$ cat src/pdsc_params.svh
// register offsets, field positions, reset values for the phy diagnostic register group
`ifndef PDSC_PARAMS_SVH
`define PDSC_PARAMS_SVH

// register indices on the management port
`define PDSC_FE_STATUS_IDX 5'h10
`define PDSC_GE_STATUS_IDX 5'h11
`define PDSC_BYPASS_IDX 5'h12
`define PDSC_RXERR_CNT_IDX 5'h13
`define PDSC_FCAR_CNT_IDX 5'h14
`define PDSC_LDROP_CNT_IDX 5'h15
`define PDSC_IRQ_STATUS_IDX 5'h1C
`define PDSC_IRQ_MASK_IDX 5'h1D

// live bit positions: locked and link in both status registers, legacy and mdix error in the gigabit one only
`define PDSC_ST_LOCKED_BIT 15
`define PDSC_ST_LINK_BIT 12
`define PDSC_ST_LEGACY_BIT 6
`define PDSC_ST_MDIX_ERR_BIT 5

// sticky event bit positions, shared by both status registers except carrier extension (gigabit only)
`define PDSC_ST_LOCK_ERR_BIT 14
`define PDSC_ST_DISC_BIT 13
`define PDSC_ST_RX_ERR_BIT 11
`define PDSC_ST_TX_ERR_BIT 10
`define PDSC_ST_SSD_ERR_BIT 9
`define PDSC_ST_ESD_ERR_BIT 8
`define PDSC_ST_CEXT_ERR_BIT 7

// sticky event bits: fast ethernet 14,13,11,10,9,8; gigabit adds 7
`define PDSC_FE_STICKY_MASK 16'h6F00
`define PDSC_GE_STICKY_MASK 16'h6F80

// bypass control register
`define PDSC_BYP_TX_OFF_BIT 15
`define PDSC_BYP_CODER_BIT 14
`define PDSC_BYP_SCRAMBLER_BIT 13
`define PDSC_BYP_DESCRAMBLER_BIT 12
`define PDSC_BYP_PCS_RX_BIT 11
`define PDSC_BYP_PCS_TX_BIT 10
`define PDSC_BYP_LEGACY_DET_BIT 6
`define PDSC_BYP_MDIX_CORR_BIT 5
`define PDSC_BYP_LFI_TIMER_BIT 9
`define PDSC_BYP_FORCED_MDIX_BIT 7
`define PDSC_BYP_POLARITY_BIT 4
`define PDSC_BYP_ADV_ABILITY_BIT 3
`define PDSC_BYP_PULSE_FILTER_BIT 2
`define PDSC_BYP_NEXT_PAGE_BIT 1
`define PDSC_BYP_WRITE_MASK 16'hFEFE
`define PDSC_BYP_RESET 16'h0088

// interrupt status / mask layout
`define PDSC_IRQ_FE_BIT 0
`define PDSC_IRQ_GE_BIT 1
`define PDSC_IRQ_DROP_BIT 2
`define PDSC_IRQ_SAT_BIT 3
`define PDSC_IRQ_W 4

// counters
`define PDSC_CNT_W 8
`define PDSC_CNT_MAX 8'hFF

`endif

$ cat src/pdsc_pkg.sv
// types for the phy diagnostic register group
package pdsc_pkg;
`include "pdsc_params.svh"

   typedef logic [`PDSC_CNT_W-1:0] pdsc_cnt_t;

   typedef struct packed {
      logic [15:0] feSticky;
      logic [15:0] geSticky;
      logic [15:0] bypass;
      pdsc_cnt_t rxErrCnt;
      pdsc_cnt_t falseCarCnt;
      pdsc_cnt_t linkDropCnt;
      logic [`PDSC_IRQ_W-1:0] irqStatus;
      logic [`PDSC_IRQ_W-1:0] irqMask;
      logic irq;
      logic [15:0] rdData;
   } pdsc_state_t;
endpackage

$ cat src/pdsc_regs.sv
// diagnostic status, bypass control and event counter registers of the phy
//
// The strobed register port was decided locally.
`timescale 1ns/100ps

`include "pdsc_params.svh"

module pdsc_regs
   import pdsc_pkg::*;
#(
   parameter int ADDR_W = 5
) (
   // clock and reset
   input wire logic clk,
   input wire logic rst_b,
   // management register port
   input wire logic [ADDR_W-1:0] regAddr,
   input wire logic [15:0] regWrData,
   input wire logic regWrStb,
   input wire logic regRdStb,
   output logic [15:0] regRdData,
   // fast ethernet receive path: live state and event pulses
   input wire logic feLocked,
   input wire logic feLinkUp,
   input wire logic feLockErr,
   input wire logic feDisconnect,
   input wire logic feRxErr,
   input wire logic feTxErr,
   input wire logic feSsdErr,
   input wire logic feEsdErr,
   input wire logic feFalseCarrier,
   // gigabit receive path: live state and event pulses
   input wire logic geLocked,
   input wire logic geLinkUp,
   input wire logic geLockErr,
   input wire logic geDisconnect,
   input wire logic geRxErr,
   input wire logic geTxErr,
   input wire logic geSsdErr,
   input wire logic geEsdErr,
   input wire logic geCarrierExtErr,
   input wire logic geFalseCarrier,
   input wire logic legacyPartner,
   input wire logic mdixErr,
   // any copper link drop, any speed
   input wire logic linkDrop,
   // datapath controls
   output logic txOutputOff,
   output logic bypassCoder,
   output logic bypassScrambler,
   output logic bypassDescrambler,
   output logic bypassPcsRx,
   output logic bypassPcsTx,
   output logic skipLinkFailTimer,
   output logic noAutoMdixForced,
   output logic legacyDetectOff,
   output logic noMdixCorrection,
   output logic noPolarityCorrection,
   output logic honourAdvAbility,
   output logic pulseFilterOff,
   output logic gigNextPageOff,
   // interrupt
   output logic irq
);

   // the decoder takes the low five bits as the register index
   if (ADDR_W < 5) begin : gAddrWidthCheck
      $error("pdsc_regs: ADDR_W must be at least 5");
   end

   pdsc_state_t s_q;
   pdsc_state_t s_d;

   // saturating add of up to two hits
   function automatic pdsc_cnt_t satAdd(input pdsc_cnt_t cnt, input logic [1:0] hits);
      logic [`PDSC_CNT_W:0] sum;
      sum = {1'b0, cnt} + {{(`PDSC_CNT_W-1){1'b0}}, hits};
      if (sum[`PDSC_CNT_W]) begin
         satAdd = `PDSC_CNT_MAX;
      end else begin
         satAdd = sum[`PDSC_CNT_W-1:0];
      end
   endfunction

   // next count: a read restarts from the hits of this very cycle
   function automatic pdsc_cnt_t cntNext(input pdsc_cnt_t cnt, input logic rd,
                                         input logic [1:0] hits);
      if (rd) begin
         cntNext = satAdd('0, hits);
      end else begin
         cntNext = satAdd(cnt, hits);
      end
   endfunction

   function automatic logic isAddr(input logic [ADDR_W-1:0] a, input logic [4:0] idx);
      isAddr = (a == ADDR_W'(idx));
   endfunction

   // both speeds share one counter; each event counts only while its own link is up
   function automatic logic [1:0] linkHits(
      input logic feEv,
      input logic feUp,
      input logic geEv,
      input logic geUp
   );
      logic [1:0] feHit;
      logic [1:0] geHit;
      feHit = {1'b0, feEv & feUp};
      geHit = {1'b0, geEv & geUp};
      linkHits = feHit + geHit;
   endfunction

   // only the step onto the ceiling counts, so a parked counter raises one event
   function automatic logic reachedMax(
      input pdsc_cnt_t prevCnt,
      input pdsc_cnt_t nextCnt
   );
      reachedMax = (nextCnt == `PDSC_CNT_MAX) && (prevCnt != `PDSC_CNT_MAX);
   endfunction

   // counters sit in the low byte, the upper byte is reserved
   function automatic logic [15:0] cntView(input pdsc_cnt_t cnt);
      cntView = {{(16-`PDSC_CNT_W){1'b0}}, cnt};
   endfunction

   function automatic logic [15:0] irqView(input logic [`PDSC_IRQ_W-1:0] flags);
      irqView = {{(16-`PDSC_IRQ_W){1'b0}}, flags};
   endfunction

   logic [15:0] feEvents;
   logic [15:0] geEvents;
   logic [15:0] feView;
   logic [15:0] geView;
   logic [1:0] rxErrHits;
   logic [1:0] fcarHits;
   logic [1:0] dropHits;
   logic rdFe;
   logic rdGe;
   logic rdRx;
   logic rdFc;
   logic rdLd;
   logic [`PDSC_IRQ_W-1:0] irqEvents;

   always_comb begin
      s_d = s_q;

      // event positions, same bit order in both status registers
      feEvents = 16'h0000;
      feEvents[`PDSC_ST_LOCK_ERR_BIT] = feLockErr;
      feEvents[`PDSC_ST_DISC_BIT] = feDisconnect;
      feEvents[`PDSC_ST_RX_ERR_BIT] = feRxErr;
      feEvents[`PDSC_ST_TX_ERR_BIT] = feTxErr;
      feEvents[`PDSC_ST_SSD_ERR_BIT] = feSsdErr;
      feEvents[`PDSC_ST_ESD_ERR_BIT] = feEsdErr;
      geEvents = 16'h0000;
      geEvents[`PDSC_ST_LOCK_ERR_BIT] = geLockErr;
      geEvents[`PDSC_ST_DISC_BIT] = geDisconnect;
      geEvents[`PDSC_ST_RX_ERR_BIT] = geRxErr;
      geEvents[`PDSC_ST_TX_ERR_BIT] = geTxErr;
      geEvents[`PDSC_ST_SSD_ERR_BIT] = geSsdErr;
      geEvents[`PDSC_ST_ESD_ERR_BIT] = geEsdErr;
      geEvents[`PDSC_ST_CEXT_ERR_BIT] = geCarrierExtErr;

      // live bits are read straight from the datapath, never stored
      feView = s_q.feSticky & `PDSC_FE_STICKY_MASK;
      feView[`PDSC_ST_LOCKED_BIT] = feLocked;
      feView[`PDSC_ST_LINK_BIT] = feLinkUp;
      geView = s_q.geSticky & `PDSC_GE_STICKY_MASK;
      geView[`PDSC_ST_LOCKED_BIT] = geLocked;
      geView[`PDSC_ST_LINK_BIT] = geLinkUp;
      geView[`PDSC_ST_LEGACY_BIT] = legacyPartner;
      geView[`PDSC_ST_MDIX_ERR_BIT] = mdixErr;

      rdFe = regRdStb && isAddr(regAddr, `PDSC_FE_STATUS_IDX);
      rdGe = regRdStb && isAddr(regAddr, `PDSC_GE_STATUS_IDX);
      rdRx = regRdStb && isAddr(regAddr, `PDSC_RXERR_CNT_IDX);
      rdFc = regRdStb && isAddr(regAddr, `PDSC_FCAR_CNT_IDX);
      rdLd = regRdStb && isAddr(regAddr, `PDSC_LDROP_CNT_IDX);

      // sticky bits: event wins over the clear of the same cycle
      s_d.feSticky = ((rdFe ? 16'h0000 : s_q.feSticky) | feEvents)
                     & `PDSC_FE_STICKY_MASK;
      s_d.geSticky = ((rdGe ? 16'h0000 : s_q.geSticky) | geEvents)
                     & `PDSC_GE_STICKY_MASK;

      // receive errors and false carriers counted only while the matching link is up, link drops always
      rxErrHits = linkHits(feRxErr, feLinkUp, geRxErr, geLinkUp);
      fcarHits = linkHits(feFalseCarrier, feLinkUp, geFalseCarrier, geLinkUp);
      dropHits = {1'b0, linkDrop};
      s_d.rxErrCnt = cntNext(s_q.rxErrCnt, rdRx, rxErrHits);
      s_d.falseCarCnt = cntNext(s_q.falseCarCnt, rdFc, fcarHits);
      s_d.linkDropCnt = cntNext(s_q.linkDropCnt, rdLd, dropHits);

      // register writes
      if (regWrStb) begin
         if (isAddr(regAddr, `PDSC_BYPASS_IDX)) begin
            s_d.bypass = regWrData & `PDSC_BYP_WRITE_MASK;
         end
         if (isAddr(regAddr, `PDSC_IRQ_MASK_IDX)) begin
            s_d.irqMask = regWrData[`PDSC_IRQ_W-1:0];
         end
      end

      // interrupt status: write one to clear, new event wins
      irqEvents = '0;
      irqEvents[`PDSC_IRQ_FE_BIT] = |feEvents;
      irqEvents[`PDSC_IRQ_GE_BIT] = |geEvents;
      irqEvents[`PDSC_IRQ_DROP_BIT] = linkDrop;
      irqEvents[`PDSC_IRQ_SAT_BIT] = reachedMax(s_q.rxErrCnt, s_d.rxErrCnt)
                                     || reachedMax(s_q.falseCarCnt, s_d.falseCarCnt)
                                     || reachedMax(s_q.linkDropCnt, s_d.linkDropCnt);
      if (regWrStb && isAddr(regAddr, `PDSC_IRQ_STATUS_IDX)) begin
         s_d.irqStatus = s_q.irqStatus & ~regWrData[`PDSC_IRQ_W-1:0];
      end
      s_d.irqStatus = s_d.irqStatus | irqEvents;
      s_d.irq = |(s_d.irqStatus & s_d.irqMask);

      // read data valid the cycle after the strobe only
      s_d.rdData = 16'h0000;
      if (regRdStb) begin
         case (regAddr[4:0])
            `PDSC_FE_STATUS_IDX: begin
               s_d.rdData = feView;
            end
            `PDSC_GE_STATUS_IDX: begin
               s_d.rdData = geView;
            end
            `PDSC_BYPASS_IDX: begin
               s_d.rdData = s_q.bypass;
            end
            `PDSC_RXERR_CNT_IDX: begin
               s_d.rdData = cntView(s_q.rxErrCnt);
            end
            `PDSC_FCAR_CNT_IDX: begin
               s_d.rdData = cntView(s_q.falseCarCnt);
            end
            `PDSC_LDROP_CNT_IDX: begin
               s_d.rdData = cntView(s_q.linkDropCnt);
            end
            `PDSC_IRQ_STATUS_IDX: begin
               s_d.rdData = irqView(s_q.irqStatus);
            end
            `PDSC_IRQ_MASK_IDX: begin
               s_d.rdData = irqView(s_q.irqMask);
            end
            default: begin
               s_d.rdData = 16'h0000;
            end
         endcase
         // upper address bits must be zero for any hit
         if (ADDR_W > 5 && !isAddr(regAddr, regAddr[4:0])) begin
            s_d.rdData = 16'h0000;
         end
      end
   end

   always_ff @(posedge clk) begin
      if (!rst_b) begin
         s_q.feSticky <= 16'h0000;
         s_q.geSticky <= 16'h0000;
         s_q.bypass <= `PDSC_BYP_RESET;
         s_q.rxErrCnt <= '0;
         s_q.falseCarCnt <= '0;
         s_q.linkDropCnt <= '0;
         s_q.irqStatus <= '0;
         s_q.irqMask <= '0;
         s_q.irq <= 1'b0;
         s_q.rdData <= 16'h0000;
      end else begin
         s_q <= s_d;
      end
   end

   assign regRdData = s_q.rdData;
   assign irq = s_q.irq;
   assign txOutputOff = s_q.bypass[`PDSC_BYP_TX_OFF_BIT];
   assign bypassCoder = s_q.bypass[`PDSC_BYP_CODER_BIT];
   assign bypassScrambler = s_q.bypass[`PDSC_BYP_SCRAMBLER_BIT];
   assign bypassDescrambler = s_q.bypass[`PDSC_BYP_DESCRAMBLER_BIT];
   assign bypassPcsRx = s_q.bypass[`PDSC_BYP_PCS_RX_BIT];
   assign bypassPcsTx = s_q.bypass[`PDSC_BYP_PCS_TX_BIT];
   assign skipLinkFailTimer = s_q.bypass[`PDSC_BYP_LFI_TIMER_BIT];
   assign noAutoMdixForced = s_q.bypass[`PDSC_BYP_FORCED_MDIX_BIT];
   assign legacyDetectOff = s_q.bypass[`PDSC_BYP_LEGACY_DET_BIT];
   assign noMdixCorrection = s_q.bypass[`PDSC_BYP_MDIX_CORR_BIT];
   assign noPolarityCorrection = s_q.bypass[`PDSC_BYP_POLARITY_BIT];
   assign honourAdvAbility = s_q.bypass[`PDSC_BYP_ADV_ABILITY_BIT];
   assign pulseFilterOff = s_q.bypass[`PDSC_BYP_PULSE_FILTER_BIT];
   assign gigNextPageOff = s_q.bypass[`PDSC_BYP_NEXT_PAGE_BIT];

endmodule // pdsc_regs

$ cat config.mk
export PLATFORM = sky130hd
export DESIGN_NAME = pdsc_regs
export DESIGN_NICKNAME = d
export VERILOG_FILES = /design/src/pdsc_pkg.sv /design/src/pdsc_regs.sv
export VERILOG_INCLUDE_DIRS = /design/src
export SDC_FILE = /design/constraint.sdc
export NUM_CORES = 1
export LEC_CHECK = 0
export BUFFER_PORTS_ARGS = -buffer_cell sky130_fd_sc_hd__buf_2
export CAP_MARGIN = 20
export CORE_AREA = 4 4 91 93
export CTS_CLUSTER_DIAMETER = 100
export DETAILED_ROUTE_END_ITERATION = 7
export DIE_AREA = 0 0 95 97
export PLACE_DENSITY = 0.79
export SLEW_MARGIN = 20
export SYNTH_ARGS = -nofsm -noshare
export SYNTH_HDL_FRONTEND = slang
export SYNTH_SLANG_ARGS = --single-unit
$ cat constraint.sdc
create_clock -name clk -period 5.7 [get_ports clk]
set_input_delay 0.855 -clock clk [delete_from_list [all_inputs] [get_ports clk]]
set_output_delay 0.855 -clock clk [all_outputs]
set_load 0.01 [all_outputs]
# Word level (Yosys, flattened, before mapping)
# Index checks and enable logic that the tools add are counted.
# word_totals
regBits	76
latchBits	0
ramBits	0
romBits	0
inputBits	47
out_inout_bits	31
wordCells	67
memories	0
# op_classes
n_addsub	5
n_mul	0
div_mod_pow	0
order_cmp	0
eq_ne	14
n_shift	0
muxes	12
bitwise	10
reduce_logical	16
# op_table
cell	n
16-bit case mux with 8 select lines	1
8-bit 2-to-1 mux	6
5-bit == test, second input constant	8
15-bit 2-to-1 mux	2
15-bit OR	2
8-bit == test, second input constant	3
8-bit != test, second input constant	3
8-bit by 2-bit adder with 9-bit output	2
4-bit 2-to-1 mux	3
8-bit by 1-bit adder with 9-bit output	1
1-bit logical AND	9
4-bit AND	2
7-bit OR reduction	1
6-bit OR reduction	1
1-bit by 1-bit adder with 2-bit output	2
1-bit AND	4
4-bit NOT	1
4-bit OR	1
2-bit AND reduction	2
4-bit OR reduction	1
1-bit logical OR	2

# Depth between registers and ports, before layout
# depth
word_depth	12
mapped_depth	11
depth_no_buf	10

# Worst setup path before layout
# No wires, ideal clock.
# synth_timing
kind	in2reg
start	input feFalseCarrier
end	register irq (netlist name)
setup_ps	122
arrival_ps	2774
required_ps	5578
path_slack_ps	2804
path_stages	9
path_buffers	0
cell_sequence	and2_1 > ha_1 > ha_1 > fa_1 > or2_2 > o311ai_0 > o41ai_2 > a41oi_1 > nand2_1
# synth_between
elab_chain_cells	12
# synth_rtl
item	line	rtl
start: declaration	pdsc_regs.sv:31	input wire logic feFalseCarrier,
1-bit AND (*)	pdsc_regs.sv:108	feHit = {1'b0, feEv & feUp};
1-bit by 1-bit adder with 2-bit output (*)	pdsc_regs.sv:110	linkHits = feHit + geHit;
8-bit by 2-bit adder with 9-bit output	pdsc_regs.sv:77	sum = {1'b0, cnt} + {{(`PDSC_CNT_W-1){1'b0}}, hits};
8-bit 2-to-1 mux	pdsc_regs.sv:78	if (sum[`PDSC_CNT_W]) begin
8-bit 2-to-1 mux (*)	pdsc_regs.sv:88	if (rd) begin
8-bit == test (no source line) (*)	--	
1-bit logical AND (*)	pdsc_regs.sv:118	reachedMax = (nextCnt == `PDSC_CNT_MAX) && (prevCnt != `PDSC_CNT_MAX);
1-bit logical OR (*)	pdsc_regs.sv:210	|| reachedMax(s_q.falseCarCnt, s_d.falseCarCnt)
1-bit logical OR (*)	pdsc_regs.sv:211	|| reachedMax(s_q.linkDropCnt, s_d.linkDropCnt);
4-bit OR (*)	pdsc_regs.sv:215	s_d.irqStatus = s_d.irqStatus | irqEvents;
4-bit AND (*)	pdsc_regs.sv:216	s_d.irq = |(s_d.irqStatus & s_d.irqMask);
4-bit OR reduction (*)	pdsc_regs.sv:216	
# Every way passes the cells marked *; elsewhere a longest branch is shown, timed or not.
# A chain may end at the register's enable or synchronous reset.

# Worst setup path in the final report
# layout_timing
start	input feRxErr
end	register s_q[24] in the netlist's numbering
# layout_between
elab_chain_cells	10
# layout_rtl
item	line	rtl
start: declaration	pdsc_regs.sv:27	input wire logic feRxErr,
1-bit AND (*)	pdsc_regs.sv:108	
1-bit by 1-bit adder with 2-bit output (*)	pdsc_regs.sv:110	
8-bit by 2-bit adder with 9-bit output	pdsc_regs.sv:77	
8-bit 2-to-1 mux	pdsc_regs.sv:78	
8-bit 2-to-1 mux (*)	pdsc_regs.sv:88	
8-bit == test (no source line) (*)	--	
1-bit logical AND (*)	pdsc_regs.sv:118	
1-bit logical OR (*)	pdsc_regs.sv:210	
1-bit logical OR (*)	pdsc_regs.sv:211	
4-bit OR (*)	pdsc_regs.sv:215	
end: declaration	pdsc_regs.sv:71	pdsc_state_t s_q;
# Marked as above.

==> reports/metrics.csv <==
metric;value;unit
fmax;0.341;GHz
switching_share;25.4;%
place_hpwl;7440;um
final_layout_size_suffix_gt1_share;21.9;%
tns;0;ps
critPathMaxFanout;4;
ir_drop;0.128;mV
drc;0;
postCtsSetupRepairBufs;0;
arrival;3220;ps
hold_path.class;register to register;
ios;78;
cp_data_required_time;5980;ps
end_kind;register;
cts_hold_buf;0;
powerDensity;249;nW/um^2
power.switching;0.000286;W
ys_warn_count;0;
fin_skew;8.60;ps
io_buffers;76;
grt_antenna_before_repair;0;
syn_nets;535;
worst-r2r-cell-count;7;
synth_area;4120;um^2
synthArstFlopShare;0;%
dr.pass1.iters;5;
nets;576;
clk_pin_slew_worst_paths;90;ps
maxCapViolations;0;
cts.path.max_buffers;2;
p_clk_share;40.3;%
wire_per_inst;16.3;um
rr_startpoint;s_q[25]$_SDFF_PN0_;
final_cells;626;
cts_root_buf;clkbuf_8;
worstMarginPinSlew;783;ps
post_cts_resized;0;
grt_overflow;0;
num_rows;32;
syn_to_final_growth;10.2;%
cp_common_cell;ha_1;
slew_violations;0;
min_from;bypassPcsTx$_SDFFE_PN0P_;
rsz0062_at_grt;no;
final.min_clock_period;2930;ps
synth_area_leaders;dfxtp_1, nand2_1, a21oi_1;
initial_core_util;54.7;%
rr_endpoint;s_q[24]$_SDFF_PN0_;
drtIter0Drc;181;
power;0.00113;W
coreArea;7530;um^2
htree_levels;3;
cts_sinks;76;
grt_first_pass_wirelength;16800;um
synth_edf_count;0;
final-setup-viol-count;0;
grt_start_max_net_pins;47;
synth_cells;478;
final_hold_viol_count;0;
vias;3637;
crit_path_end;s_q[24]$_SDFF_PN0_;
regToRegSetupSlack;3360;ps
gp_congestion;0.901;
timing.final.crit_share;51.5;%
grt.total_usage;22.8;%
ys_ff_latch;76;
dieHeight;97;um
status;completed;
fin_util;60.3;%
cts_tree;yes;
internal-power;0.000842;W
clock_latency;350;ps
slowest_stage;fa_1;
routed_wl;10200;um
maxSlewHeadroom;47.8;%
synth_ff_type;dfxtp_1;
die_area;9220;um^2
yosysSeqAreaShare;37.0;%
final_antenna_net_count;0;
synthTopCellsByCount;dfxtp_1, nand2_1, nor2_1;
n_antenna_cell;0;
die_x;95;um
critical-path-max-stage-delay;450;ps
cp_cell_sequence;buf_2 -> and2_1 -> ha_1 -> ha_1 -> fa_1 -> nand4_1 -> nor2_1 -> a211o_1 -> a211oi_1 -> nor3_1 -> a21boi_1;
cp-start-kind;input port;
nFillCells;711;
vias_per_cell;5.81;
numCtsBuffers;9;
synth_area_leader_cell;dfxtp_1;
leakage;1.80;nW
avgSynthCellArea;8.61;um^2
synth_most_common_cell;dfxtp_1;
path_class;input port to register;
power_frac_seq;49.6;%
cp-startpoint;feRxErr;
dp_cells;610;
netlist.area_leader.share;37.0;%
ys_types;68;
comb_power_share;10.0;%
grt_pass1_vias;3551;
worst min path at each step:
stage,end,slack (ps),cells past startpoint
floorplan,feView[10]$_SDFF_PN0_,470,2
global placement,txOutputOff$_SDFFE_PN0P_,470,2
global route,bypassCoder$_SDFFE_PN0P_,510,2
finish,bypassPcsTx$_SDFFE_PN0P_,490,2
detailed placement,txOutputOff$_SDFFE_PN0P_,480,2
CTS,txOutputOff$_SDFFE_PN0P_,490,2
placed cells by master, fill, tap and decap left out, types with 4 or more instances in the layout:
master | netlist | routed
inv_1 | 12 | 12
xnor2_1 | 6 | 6
nand2_1 | 51 | 51
nand4_1 | 10 | 10
ha_1 | 8 | 8
and3_1 | 7 | 7
o21ai_0 | 16 | 16
a31oi_1 | 10 | 10
dfxtp_1 | 76 | 76
a21boi_0 | 13 | 13
nor2_1 | 47 | 47
mux2_2 | 4 | 4
clkbuf_8 | 0 | 9
and2_1 | 4 | 4
buf_2 | 6 | 76
a21oi_1 | 37 | 37
nor3_1 | 10 | 10
nand3_1 | 18 | 18
nor2b_1 | 18 | 18
mux2i_1 | 16 | 16
critical path, delay by kind of cell:
kind                       cells  cell delay, ps
adders and majority gates      3             990
AOI/OAI and AO/OA              3             740
and+or+nand+nor                4             520
buffers and inverters          1             120
metrics by stage:
stage	instance area (um^2)	hold slack (ps)	setup slack, ps
3_5_place_dp	4320	477	2410
2_1_floorplan	4120	472	2800
4_1_cts	4540	489	2760
5_1_grt	4540	514	2570
3_3_place_gp	4320	467	2480
6_report	4540	488	2770
power groups by stage:
stage          Sequential (W)  Clock [W]  Combinational, W
2_1_floorplan        0.000567          0         0.0000789
3_3_place_gp         0.000571          0          0.000108
3_5_place_dp         0.000572          0          0.000111
4_1_cts              0.000560   0.000457          0.000112
5_1_grt              0.000562   0.000481          0.000127
6_report             0.000560   0.000455          0.000113
registers in the layout, indices dropped and copies added, names as in the netlist, 6 cells and up:
register   count
feView         6
geView         7
regRdData     16
s_q           32
layout make-up:
type                    instances  area, um^2  share of cell area (%)
well taps                     102         128                    2.81
inverters                      12        45.0                   0.993
clock inverters                 6        88.8                    1.96
clock buffers                  10         128                    2.81
flip-flops and latches         76        1520                    33.5
multi-input cells             344        2250                    49.5
repair buffers                 76         380                    8.38
kinds of logic (layout without fill, tap and decap cells):
family / count (synthesis) / after routing / synth area share (%)
AO/OA/AOI/OAI: 110 / 110 / 18.2
adder cells (fa/ha/maj): 10 / 10 / 3.40
AND/OR/NAND/NOR: 194 / 194 / 24.8
buffers and inverters: 58 / 104 / 8.48
flip-flops: 76 / 76 / 37.0
XOR/XNOR: 7 / 7 / 1.49
multiplexers: 23 / 23 / 6.63
per-layer routing:
metal / vias up / GRT usage [%] / wire, um
met1: 1716 / 30.4 / 4370
met5: - / 0 / 0
met2: 137 / 36.6 / 4940
met3: 19 / 5.05 / 748
li1: 1765 / - / -
met4: 0 / 6.66 / 165
(Power assumes the default switching activity.)
